## config.mk

```make
export PLATFORM = sky130hd
export DESIGN_NAME = dnl_reset_loader
export DESIGN_NICKNAME = d
export VERILOG_FILES = /design/src/dnl_pkg.sv /design/src/dnl_reset_loader.sv
export SDC_FILE = /design/constraint.sdc
export NUM_CORES = 1
export LEC_CHECK = 0
export ABC_AREA = 1
export BUFFER_PORTS_ARGS = -buffer_cell sky130_fd_sc_hd__buf_2
export CAP_MARGIN = 20
export CORE_MARGIN = 2
export CORE_UTILIZATION = 50
export CTS_CLUSTER_SIZE = 12
export DETAILED_ROUTE_END_ITERATION = 10
export MAX_ROUTING_LAYER = met4
export PLACE_DENSITY = 0.79
export SLEW_MARGIN = 20
export SYNTH_ARGS = -nofsm -noshare
export SYNTH_HDL_FRONTEND = slang
export SYNTH_SLANG_ARGS = --single-unit
```

## constraint.sdc

```tcl
create_clock -name clk -period 1.7 [get_ports clk]
set_input_delay 0.255 -clock clk [delete_from_list [all_inputs] [get_ports clk]]
set_output_delay 0.255 -clock clk [all_outputs]
set_load 0.005 [all_outputs]
```

## src/dnl_pkg.sv

```systemverilog
// Constants and carrier types for the DAC reset and non-volatile load logic.
// Behaviour
// - Store holds fourteen bits: two power-down select bits and a twelve-bit code.
// - At first power-on the code is loaded from the store and driven out.
// - Power-down select bits in the DAC register choose normal or power-down mode.
// - Code is unsigned binary; output equals code over 4096 of supply.
// - Reset is entered only on power-on reset or general call reset.
// - Every reset period copies the whole store into the DAC register.
// - Below the reset threshold everything is disabled and there is no output.
// - After power-on reset, register and store may be read anytime but rewritten only in DNL_RUN.
// - General call reset at stable supply presents the stored output once the load period ends.
// - Select bits: 00 normal, 01 1k, 10 100k, 11 500k load to ground.
// - Factory default store has only the code MSB set, giving mid-scale.
package dnl_pkg;
	localparam int CODE_W = 12;
	localparam int SEL_W = 2;
	localparam int STORE_W = SEL_W + CODE_W;
	localparam int FULL_SCALE = 4096;
	localparam logic [CODE_W-1:0] CODE_MSB = 12'h800;
	localparam logic [SEL_W-1:0] SEL_NORMAL = 2'h0;
	localparam logic [SEL_W-1:0] SEL_LOAD_1K = 2'h1;
	localparam logic [SEL_W-1:0] SEL_LOAD_100K = 2'h2;
	localparam logic [SEL_W-1:0] SEL_LOAD_500K = 2'h3;
	localparam int LOAD_TIME_NS = 300;
	localparam int CLK_PERIOD_NS = 100;
	localparam int LOAD_CYCLES = (LOAD_TIME_NS + CLK_PERIOD_NS - 1) / CLK_PERIOD_NS;

	typedef struct packed {
		logic powerdown_select_hi;
		logic powerdown_select_lo;
		logic [CODE_W-1:0] code;
	} dnl_word_s;

	localparam dnl_word_s FACTORY_WORD = '{1'b0, 1'b0, CODE_MSB};

	typedef enum logic [1:0] {
		DNL_OFF = 2'h0,
		DNL_LOAD = 2'h1,
		DNL_RUN = 2'h3
	} dnl_state_e;
endpackage : dnl_pkg

```

## src/dnl_reset_loader.sv

```systemverilog
// Reset sequencer that copies the non-volatile store into the DAC register.
`timescale 1ns/10ps
`default_nettype none
module dnl_reset_loader
	import dnl_pkg::*;
#(
	parameter int LOAD_CNT = LOAD_CYCLES
)
(
	input wire logic clk,
	input wire logic rst_n,
	input wire logic supply_ok,
	input wire logic gc_reset,
	input wire logic reg_wr,
	input wire dnl_word_s reg_wdata,
	input wire logic store_wr,
	input wire dnl_word_s store_wdata,
	output dnl_word_s dac_reg,
	output dnl_word_s store_rdata,
	output logic [CODE_W-1:0] dac_code,
	output logic out_enable,
	output logic [SEL_W-1:0] load_select,
	output logic loading,
	output logic ready
);
	// The countdown register is eight bits wide, so longer loads cannot be counted.
	if (LOAD_CNT < 1 || LOAD_CNT > 255)
	begin : g_bad_load_cnt
		$error("LOAD_CNT out of range");
	end

	dnl_state_e state;
	logic [7:0] cnt;
	logic supply_meta, supply_sync;
	dnl_word_s store;

	// The supply monitor comes from the analog domain, so it is synchronised first.
	always_ff @(posedge clk or negedge rst_n)
	begin
		if (!rst_n)
		begin
			supply_meta <= 1'b0;
			supply_sync <= 1'b0;
		end
		else
		begin
			supply_meta <= supply_ok;
			supply_sync <= supply_meta;
		end
	end

	// The store itself survives supply loss; only rst_n restores factory content.
	always_ff @(posedge clk or negedge rst_n)
	begin
		if (!rst_n)
			store <= FACTORY_WORD;
		else if (store_wr && state == DNL_RUN)
			store <= store_wdata;
	end

	always_ff @(posedge clk or negedge rst_n)
	begin
		if (!rst_n)
		begin
			state <= DNL_OFF;
			cnt <= 8'h0;
		end
		else if (!supply_sync)
		begin
			state <= DNL_OFF;
			cnt <= 8'h0;
		end
		else
		begin
			case (state)
				DNL_OFF:
				begin
					state <= DNL_LOAD;
					cnt <= 8'(LOAD_CNT - 1);
				end
				DNL_LOAD:
				begin
					if (cnt == 8'h0)
						state <= DNL_RUN;
					else
						cnt <= cnt - 8'h1;
				end
				DNL_RUN:
				begin
					if (gc_reset)
					begin
						state <= DNL_LOAD;
						cnt <= 8'(LOAD_CNT - 1);
					end
				end
				default:
					state <= DNL_OFF;
			endcase
		end
	end

	// The reload has priority, so a bus write that lands during the copy is lost.
	always_ff @(posedge clk or negedge rst_n)
	begin
		if (!rst_n)
			dac_reg <= '0;
		else if (state == DNL_LOAD)
			dac_reg <= store;
		else if (state == DNL_RUN && reg_wr && !gc_reset)
			dac_reg <= reg_wdata;
	end

	// Output follows code/4096 of supply; the analog side scales the unsigned code.
	always_ff @(posedge clk or negedge rst_n)
	begin
		if (!rst_n)
		begin
			dac_code <= '0;
			out_enable <= 1'b0;
			load_select <= SEL_NORMAL;
		end
		else if (state != DNL_RUN)
		begin
			dac_code <= '0;
			out_enable <= 1'b0;
			load_select <= SEL_NORMAL;
		end
		else
		begin
			dac_code <= dac_reg.code;
			out_enable <= {dac_reg.powerdown_select_hi, dac_reg.powerdown_select_lo} == SEL_NORMAL;
			load_select <= {dac_reg.powerdown_select_hi, dac_reg.powerdown_select_lo};
		end
	end

	assign store_rdata = store;
	assign loading = (state == DNL_LOAD);
	assign ready = (state == DNL_RUN);
endmodule : dnl_reset_loader
`default_nettype wire

```

After elaboration in Yosys (flattened, before gate mapping):

Cells that the tools add are included.
Widths: inputs -> output; s select.

* register bits: 55
* input bits: 34
* output and inout port bits: 45
* logic and storage cells: 44

* $add $sub $neg: 1
* equal/unequal tests: 7
* multiplexer cells: 13
* reductions and logical operators: 10

Operators with widths (count)
* $mux 14: 2
* $mux 8: 3
* $pmux 8 s3: 1
* $mux 12: 1
* $logic_not 8->1: 1
* $mux 2: 4
* $sub 8x1->8 const B: 1
* $ne 3x3->1 const B: 2
* $pmux 2 s3: 1
* $logic_not 2->1: 2
* $ne 4x3->1 const B: 1
* $logic_and 1x1->1: 3
* $ne 3x2->1 const B: 1
* $reduce_and 3->1: 1
* $eq 2x1->1 const B: 1
* $eq 2x2->1 const B: 1
* $ne 2x2->1 const B: 1
* $reduce_and 2->1: 1
* $reduce_bool 2->1: 1
* $logic_not 1->1: 1
* $mux 1: 1

Logic depth before layout (Yosys ltp):

Gate-level depths: netlist of run 1.

* word-level depth: 5
* depth in mapped cells: 9
* mapped depth without buffers: 9

Worst setup path after synthesis of run 1:

Ideal clock, no wire load.

* kind: register to register
* start: register cnt[0]
* end: register cnt[2]
* setup time: 0.126 ns
* arrival time: 1.323 ns
* required time: 1.574 ns
* path slack: 0.251 ns
* stages on the path, launching flop included: 9
* buffers on the path: 1
* period minus slack after synthesis: 1.449 ns
* cells stage by stage: dfrtp_1 > inv_1 > ha_1 > nand2_1 > nor2_1 > nand3_1 > nand2_1 > buf_4 > o21ai_0

* cells in the longest elaborated chain, start to end: 4
* elaborated cells on any way between the ends: 7
* those cells by class: 1 x add/sub; 1 x eq/ne; 3 x mux; 2 x reduce/logical

Ends and longest elaborated chain
* start, declared: RTL line dnl_reset_loader.sv:33 `logic [7:0] cnt;`
* start signal, assigned: RTL line dnl_reset_loader.sv:79 `cnt <= 8'(LOAD_CNT - 1);`
* start signal, assigned: RTL line dnl_reset_loader.sv:86 `cnt <= cnt - 8'h1;`
* start signal, assigned: RTL line dnl_reset_loader.sv:93 `cnt <= 8'(LOAD_CNT - 1);`
* $sub 8x1->8: RTL line dnl_reset_loader.sv:86
* $mux 8: RTL line dnl_reset_loader.sv:83 `if (cnt == 8'h0)`
* $pmux 8 s3: RTL line dnl_reset_loader.sv:75 `case (state)`
* $mux 8: RTL line dnl_reset_loader.sv:68 `else if (!supply_sync)`

Several ways; a longest one is shown, not always the timed one. The select of a mux whose other input is x is not followed.
A chain may end at the register's enable or synchronous reset.

Final worst setup path of run 1:

* start: register state[0]
* end: output loading

* cells in the longest elaborated chain, start to end: 1

Ends and longest elaborated chain
* start, declared: RTL line dnl_reset_loader.sv:32 `dnl_state_e state;`
* start signal, assigned: RTL line dnl_reset_loader.sv:65 `state <= DNL_OFF;`
* start signal, assigned: RTL line dnl_reset_loader.sv:70 `state <= DNL_OFF;`
* start signal, assigned: RTL line dnl_reset_loader.sv:78 `state <= DNL_LOAD;`
* $eq 2x1->1: RTL line dnl_reset_loader.sv:137 `assign loading = (state == DNL_LOAD);`
* end, declared: RTL line dnl_reset_loader.sv:23 `output logic loading,`

Every way passes these cells.

==> summary.md, run 1 <==
| Metric | Value |
|---|---|
| Status | complete, no violations |
| TNS Setup | 0 ns |
| Top cells by area, synth | dfrtp_1, nand2_1, nor2_1, inv_1, mux2_2 |
| Relative slew margins | 0.606 |
| Post-route insts no fill | 391 |
| Critical path's top delay family | flip-flops |
| Routed WL per cell | 12.7 µm |
| Worst skew pair latency | 0.31 ns |
| Initial Utilization | 0.529 |
| Crit end category | output port |
| GR Util All Layers | 0.205 |
| Leak | 0.00161 µW |
| Number of global-route vias before repair | 1,734 |
| Final worst path period share | 0.913 |
| Cell area after synthesis | 2330 µm² |
| Htree depth | 2 |
| Area Overhead vs Synth | 24.9% |
| CTS buffer count | 5 |
| Antenna-violating nets left | 0 |
| Post-Synthesis Cells | 254 |
| Syn avg cell area | 9.19 µm² |
| Post-Synth Simple-Gate Area | 0.199 |
| Final Critical Period | 1.55 ns |
| CTS clk-pin slew, worst paths | 0.10 ns |
| Post-Synth XOR/XNOR Area | 0 |
| Multiplexer share of the synthesized area | 0.0434 |
| RR Startpoint | state[0] |
| Routed vias | 1,928 |
| Critical path's largest stage delay | 0.44 ns |
| Hold path endpoint | supply_meta |
| Maximum clock rate | 0.644 GHz |
| Rows | 24 |
| Sequential fraction of the synthesis area | 0.590 |
| Share of the synthesized area in the top cell type | 0.579 |
| Leading cell types in the layout, fill and taps excluded | buf_2, dfrtp_1, nand2_1 |
| Max_cap viols | 0 |
| Startpoint types | register |
| First-pass iteration count of the detailed router | 4 |
| Fin nets | 373 |
| Post-synthesis cell type count | 24 |
| Total setup buffers inserted after CTS | 0 |
| Overall routed net length | 4.96 mm |
| Root Driver | clkbuf_8 |
| Syn Nets | 289 |
| WS Path Type | register to output port |
| Maximum vdd drop | 0.812 mV |
| Die height | 72.3 µm |
| Commonest non-fill, non-tap cell in the layout | buf_2 |
| Critical path required time | 1.44 ns |
| First-pass GRT wire length | 8.07 mm |
| Max FO, Critical Path | 25 |
| Post-Synth Adder-Cell Area | 0.00536 |
| Die area | 5230 µm² |
| Number of cells after detailed placement | 382 |
| Setup violators final | 0 |
| Layout cells sized above 1 | 0.330 |
| CTS tree | built |
| Core area | 4410 µm² |
| Slew Viols, Final | 0 |
| CTS Buffer Depth | 2 |
| Setup Skew | 0.00425 ns |
| Placer Congestion | 0.888 |
| Worst Hold Depth | 1 |
| Hold crit path type | primary input to register |
| Crit path max-delay cell type | dfrtp_1 |
| Synth Warn # | 0 |
| Fill count | 360 |
| Antenna violations before repair | 0 |
| IO Port Bufs | 78 |
| Reg2reg path depth | 6 |
| Drt via density | 4.93 |
| RSZ-0062 raised after global routing | no |
| ANT cells | 0 |
| Slew @ Worst Pin | 0.589 ns |
| Crit path arrival time | 1.30 ns |
| Largest net degree at the start of global routing | 56 |
| IO Pins | 79 |
| Yosys top cell by area | dfrtp_1 |
| Crit Reg-Reg Endpoint | dac_reg[12] |
| Final hold vios | 0 |
| Total grt overflow | 0 |
| Die width | 72.3 µm |
| PwrDens | 1550 nW/µm² |
| Clk sinks | 55 |
| Post-DP HPWL | 3.70 mm |
| Synthesized flop and latch total | 55 |
| Hold_sp | supply_ok |
| Cell breakdown of the critical path | nand2_2, clkinv_4, buf_2 |
| CP bufs+invs | 2 |
| Area fraction in compound gates after synthesis | 0.0868 |
| Final core occ | 0.660 |
| Largest family of logic cells by synthesized area | simple AND/OR/NAND/NOR gates |
| R2R setup slack | 0.21 ns |
| DRC Markers | 0 |
| DR iter-0 viols | 80 |
-- how the worst max path moves through the flow --
stage / start / end / slack (ns) / depth (start not counted)
2_1_floorplan: cnt[0] / cnt[2] / 0.25 / 8
5_1_grt: state[0] / dac_reg[7] / 0.06 / 6
3_3_place_gp: state[1] / cnt[5] / 0.26 / 8
3_5_place_dp: state[1] / cnt[5] / 0.19 / 8
4_1_cts: state[1] / loading / 0.03 / 4
6_report: state[0] / loading / 0.15 / 3
-- what timing repair did --
item                                    CTS  global route
resized for setup                         1             4
pin swaps                                 0             0
cloned                                    0             0
endpoints found under the hold margin    54             0
endpoints found under the setup margin    1             4
hold buffers                              1             0
-- cell usage after synthesis, drive strengths merged --
| cell | number |
|---|---|
| a21oi | 6 |
| a31oi | 9 |
| buf | 8 |
| clkbuf | 1 |
| dfrtp | 54 |
| dfstp | 1 |
| ha | 1 |
| inv | 33 |
| mux2 | 9 |
| nand2 | 55 |
| nand3 | 9 |
| nand4 | 6 |
| nor2 | 42 |
| nor3 | 1 |
| o211ai | 5 |
| o21ai | 12 |
| o31ai | 1 |
| or2 | 1 |
-- layout make-up --
type	instances	area [µm²]	area share
Multi-Input combinational cell	157	787	0.270
Clock inverter	3	22.5	0.00773
Clock buffer	5	68.8	0.0236
Timing Repair Buffer	86	465	0.160
Tap cell	52	65.1	0.0223
Sequential cell	55	1380	0.473
Inverter	33	129	0.0442
-- metal layers --
metal	vias to the layer above	part of all wire	GRT usage
met5	-	0	-
met3	8	0.059	0.0500
met4	0	0.016	0.0671
met2	59	0.47	0.297
li1	980	-	-
met1	881	0.46	0.284
-- worst reg2reg max path: stages, from the launching register on --
cell and delay [ns]:
dfrtp_1 0.44, nand2_2 0.09, inv_2 0.08, nand2_2 0.06
o21ai_4 0.47, o211ai_1 0.17, o21ai_0 0.11
-- report_power, final --
part	internal (µW)	leakage (µW)	switching [µW]	total (µW)
logic	758	0.000866	947	1710
clock network	299	0.0000489	432	731
registers	1750	0.000693	329	2080
-- kinds of logic after synthesis --
group,Yosys count
flops,55
mux,9
fa+ha+maj,1
compound gates,33
buf+inv,42
simple gates,114
-- metrics by stage --
stage / power, µW / hold slack, ns / setup slack [ns] / area (µm²)
after detailed placement: 3800 / 0.271 / 0.189 / 2800
after CTS: 4540 / 0.0500 / 0.0285 / 2910
after floorplan: 3080 / -0.0406 / 0.251 / 2330
final: 4510 / 0.0520 / 0.148 / 2920
after global routing: 4890 / 0.0383 / 0.0589 / 2920
after global placement: 3760 / 0.267 / 0.259 / 2800
No activity file was read; power rests on OpenSTA's default activity.
==> inputs of run 2 (changes only) <==
--- a/config.mk
+++ b/config.mk
@@ -14,6 +14,8 @@
 export DETAILED_ROUTE_END_ITERATION = 10
 export MAX_ROUTING_LAYER = met4
 export PLACE_DENSITY = 0.79
+export REMOVE_ABC_BUFFERS = 1
+export SKIP_CTS_REPAIR_TIMING = 1
 export SLEW_MARGIN = 20
 export SYNTH_ARGS = -nofsm -noshare
 export SYNTH_HDL_FRONTEND = slang
==> summary.md, run 2 (synthesis results as in run 1) <==
| Metric | Value |
|---|---|
| CTS buffer count | 5 (unchanged) |
| Met2 GRT Util | 0.356 (+0.0591) |
| Area Overhead vs Synth | 24.9% (about the same) |
| Routed WL per cell | 12.9 µm (+1.4%) |
| Maximum vdd drop | 1.10 mV (+35%) |
| R2R setup slack | 0.20 ns (about the same) |
| Slew Viols, Final | 0 (unchanged) |
| Placed cell area | 2800 µm² (unchanged) |
| Multi-input gate area | 795 µm² (+0.95%) |
| Leak | 0.00160 µW (-0.30%) |
| Rows | 24 (unchanged) |
| Critical path required time | 1.44 ns (about the same) |
| First-pass GRT wire length | 8.05 mm (-0.17%) |
| Largest net degree at the start of global routing | 29 (-48%) |
| DR iter-0 viols | 79 (-1.3%) |
| WS Path Type | register to output port |
| Maximum clock rate | 0.626 GHz (-2.8%) |
| Final hold vios | 0 (unchanged) |
| Met3 Usage GRT | 0.0347 (-0.0153) |
| Fill count | 365 (+1.4%) |
| Relative slew margins | 0.570 (-0.0364) |
| DP Worst Slack | 0.0708 ns (-0.118 ns) |
| Final hold slack | 0.0476 ns (-0.00442 ns) |
| Layout cells sized above 1 | 0.327 (-0.00295) |
| Final worst path period share | 0.940 (+0.0266) |
| Root Driver | clkbuf_8 |
| Initial Utilization | 0.529 (unchanged) |
| Routed vias | 1,965 (+1.9%) |
| GR Util All Layers | 0.208 (+0.00331) |
| Total grt overflow | 0 (unchanged) |
| Clk sinks | 55 (unchanged) |
| CTS tree | built |
| Die height | 72.3 µm (unchanged) |
| Final core occ | 0.661 (about the same) |
| Worst skew pair latency | 0.31 ns (about the same) |
| Leading cell types in the layout, fill and taps excluded | buf_2, dfrtp_1, nand2_1 |
| Antenna-violating nets left | 0 (unchanged) |
| Startpoint types | register |
| First-pass iteration count of the detailed router | 4 (unchanged) |
| ANT cells | 0 (unchanged) |
| FF+latch area | 1380 µm² (unchanged) |
| Die width | 72.3 µm (unchanged) |
| Met1 Resource Use GR | 0.245 (-0.0395) |
| Final Critical Period | 1.60 ns (+0.0451 ns) |
| Core area | 4410 µm² (unchanged) |
| Setup Skew | 0.00479 ns (+0.000530 ns) |
| RSZ-0062 raised after global routing | no |
| DRC Markers | 0 (unchanged) |
| Post-DP HPWL | 3.74 mm (+0.95%) |
| Final Cell Area | 2920 µm² (about the same) |
| TNS Setup | 0 ns (unchanged) |
| Status | complete, no violations |
| Fin nets | 373 (unchanged) |
| Crit end category | output port |
| Hold crit path type | primary input to register |
| Die area | 5230 µm² (unchanged) |
| Crit path arrival time | 1.34 ns (+0.04 ns) |
| IO Port Bufs | 78 (unchanged) |
| PwrDens | 1530 nW/µm² (-1.0%) |
| Worst setup slack after layout | 0.103 ns (-0.0451 ns) |
| Max_cap viols | 0 (unchanged) |
| Commonest non-fill, non-tap cell in the layout | buf_2 |
| Overall routed net length | 5.03 mm (+1.4%) |
| IO Pins | 79 (unchanged) |
| Setup violators final | 0 (unchanged) |
| GRT busiest layer | met2 |
| Placer Congestion | 0.908 (+2.2%) |
| Drt via density | 5.03 (+1.9%) |
| Antenna violations before repair | 0 (unchanged) |
| CTS Buffer Depth | 2 (unchanged) |
| Htree depth | 2 (unchanged) |
| Slew @ Worst Pin | 0.643 ns (+0.0544 ns) |
| Max FO, Critical Path | 25 (unchanged) |
| CTS clk-pin slew, worst paths | 0.09 ns (about the same) |
| Number of global-route vias before repair | 1,838 (+6.0%) |
## run 2: power breakdown
group,internal (µW),switching [µW],total (µW)
registers,1750,302,2050
clock network,289,419,708
logic,766,943,1710
total,2800,1660,4470
## run 2: critical path: stages, from the launching register on
cell and delay (ns):
dfrtp_1 0.40, inv_1 0.09, nand2_1 0.17, inv_6 0.22
buf_2 0.15
## run 2: final timing paths
check	cells past startpoint	start	endpoint
max in group asynchronous	3	rst_n	dac_code[4]
worst max register to register	6	state[0]	dac_reg[12]
worst min register to register	0	supply_meta	supply_sync
worst min-delay path	1	supply_ok	supply_meta
worst max-delay path	4	state[1]	loading
min in group asynchronous	2	rst_n	store_rdata[10]
## run 2: final cells by class
| cell class | count | area share |
|---|---|---|
| clock buffers | 6 | 0.0249 |
| repair buffers | 86 | 0.160 |
| flip-flops and latches | 55 | 0.472 |
| inverters | 33 | 0.0442 |
| well taps | 52 | 0.0223 |
| multi-input cells | 157 | 0.272 |
| clock inverters | 2 | 0.00429 |
## run 2: stage by stage
stage	total power [µW]	cells
6_report	4470	391
5_1_grt	4830	391
4_1_cts	4450	390
3_5_place_dp	3760	382
3_3_place_gp	3680	382
2_1_floorplan	3030	245
## run 2: layer usage
layer,part of all wire,up-vias
li1,-,975
met1,0.41,919
met2,0.50,61
met3,0.059,10
met4,0.022,0
met5,0,-
==> inputs of run 3 (changes only) <==
--- a/config.mk
+++ b/config.mk
@@ -13,7 +13,7 @@
 export CTS_CLUSTER_SIZE = 12
 export DETAILED_ROUTE_END_ITERATION = 10
 export MAX_ROUTING_LAYER = met4
-export PLACE_DENSITY = 0.79
+export PLACE_DENSITY = 0.8
 export REMOVE_ABC_BUFFERS = 1
 export SKIP_CTS_REPAIR_TIMING = 1
 export SLEW_MARGIN = 20
==> summary.md, run 3 (synthesis results as in run 1) <==
| Metric | Value |
|---|---|
| Core area | 4410 µm² (unchanged) |
| Maximum clock rate | 0.633 GHz (+1.1%) |
| Critical path's largest stage delay | 0.40 ns (about the same) |
| DR iter-0 viols | 76 (-3.8%) |
| Die height | 72.3 µm (unchanged) |
| CP bufs+invs | 4 (+1) |
| Slew Viols, Final | 0 (unchanged) |
| Cell breakdown of the critical path | inv_1, nand2_2, inv_2, buf_4, buf_2 |
| Maximum vdd drop | 0.755 mV (-31%) |
| Multi-input gate area | 806 µm² (+1.4%) |
| Root Driver | clkbuf_8 |
| Die width | 72.3 µm (unchanged) |
| Leading cell types in the layout, fill and taps excluded | buf_2, dfrtp_1, nand2_1 |
| Hold crit path type | primary input to register |
| Fill count | 363 (-0.55%) |
| Critical path required time | 1.44 ns (about the same) |
| Post-DP HPWL | 3.79 mm (+1.5%) |
| Antenna violations before repair | 0 (unchanged) |
| Crit path arrival time | 1.33 ns (about the same) |
| Htree depth | 2 (unchanged) |
| Crit path max-delay cell type | dfrtp_1 |
| Final hold vios | 0 (unchanged) |
| Number of cells after detailed placement | 385 (+0.79%) |
| WS Path Type | register to output port |
| CTS clk-pin slew, worst paths | 0.09 ns (about the same) |
| First-pass iteration count of the detailed router | 4 (unchanged) |
| R2R setup slack | 0.18 ns (-0.02 ns) |
| Setup Skew | 0.0128 ns (+0.00802 ns) |
| First-pass GRT wire length | 8.37 mm (+3.9%) |
| Clk sinks | 55 (unchanged) |
| Combinational fraction of design power | 0.375 (-0.008) |
| Rows | 24 (unchanged) |
| Antenna-violating nets left | 0 (unchanged) |
| Worst setup slack after layout | 0.119 ns (+0.0166 ns) |
| Final Critical Period | 1.58 ns (-0.0166 ns) |
| ANT cells | 0 (unchanged) |
| Setup violators final | 0 (unchanged) |
| IO Port Bufs | 78 (unchanged) |
| Max_cap viols | 0 (unchanged) |
| DP Worst Slack | 0.101 ns (+0.0300 ns) |
| CTS buffer count | 5 (unchanged) |
| Placer Congestion | 0.804 (-11%) |
| Max FO, Critical Path | 9 (-64%) |
| Overall routed net length | 5.28 mm (+5.0%) |
| IO Pins | 79 (unchanged) |
| Post-route insts no fill | 395 (+1.0%) |
| Final core occ | 0.670 (+0.00964) |
| PwrDens | 1570 nW/µm² (+2.7%) |
| Final worst path period share | 0.930 (-0.00979) |
| Seq pwr share | 0.441 (-0.018) |
| Largest net degree at the start of global routing | 29 (unchanged) |
| Status | complete, no violations |
| Clock power frac | 0.184 (+0.026) |
| FF+latch area | 1380 µm² (unchanged) |
| Drt via density | 5.03 (about the same) |
| Slew @ Worst Pin | 0.609 ns (-0.0338 ns) |
| Area Overhead vs Synth | 26.7% |
| P_sw | 1680 µW (+1.0%) |
| CTS tree | built |
| Routed vias | 1,985 (+1.0%) |
| DRC Markers | 0 (unchanged) |
| Die area | 5230 µm² (unchanged) |
| Layout cells sized above 1 | 0.338 (+0.0108) |
| TNS Setup | 0 ns (unchanged) |
| Commonest non-fill, non-tap cell in the layout | buf_2 |
| Number of global-route vias before repair | 1,816 (-1.2%) |
| Internal power | 2970 µW (+6.1%) |
| Routed WL per cell | 13.4 µm (+3.9%) |
| Initial Utilization | 0.529 (unchanged) |
| Total grt overflow | 0 (unchanged) |
| Critical path's top delay family | buffers and inverters |
| Worst skew pair latency | 0.31 ns (about the same) |
| Startpoint types | register |
| Leak | 0.00163 µW (+1.7%) |
| Fin nets | 377 (+1.1%) |
| CTS Buffer Depth | 2 (unchanged) |
| Crit end category | output port |
| GR Util All Layers | 0.215 (+0.00657) |
| Sw Share | 0.361 (-0.0114) |
| Final hold slack | 0.0586 ns (+0.0110 ns) |
| Relative slew margins | 0.594 (+0.0241) |
| RSZ-0062 raised after global routing | no |
## run 3: per-layer routing
layer,wire (µm),track usage,vias up
li1,-,-,988
met1,2290,0.274,921
met2,2580,0.347,65
met3,285,0.0319,11
met4,119,0.0839,0
met5,0,-,-
## run 3: cell type report
type / instances / area share
Timing Repair Buffer: 89 / 0.161
Tap cell: 52 / 0.0220
Multi-Input combinational cell: 158 / 0.272
Clock inverter: 2 / 0.0131
Inverter: 33 / 0.0419
Clock buffer: 6 / 0.0245
Sequential cell: 55 / 0.466
## run 3: per-stage QoR
stage,total power [µW],instance area [µm²]
final,4660,2960
after CTS,4630,2930
after detailed placement,3780,2810
after global routing,5050,2960
after floorplan,3030,2280
after global placement,3710,2810
## run 3: power by group through the flow
stage | Combinational, µW | Sequential (µW) | Clock, µW
finish | 1750 | 2050 | 859
global route | 2010 | 2110 | 927
CTS | 1710 | 2050 | 869
detailed placement | 1700 | 2080 | 0
global placement | 1660 | 2060 | 0
floorplan | 952 | 2080 | 0
## run 3: final timing paths
kind	start	cells past startpoint	end
min in group asynchronous	rst_n	2	dac_reg[6]
min reg2reg	supply_meta	0	supply_sync
max in group asynchronous	rst_n	3	dac_code[3]
min	supply_ok	1	supply_meta
max	state[1]	5	loading
max reg2reg	state[0]	6	dac_reg[4]
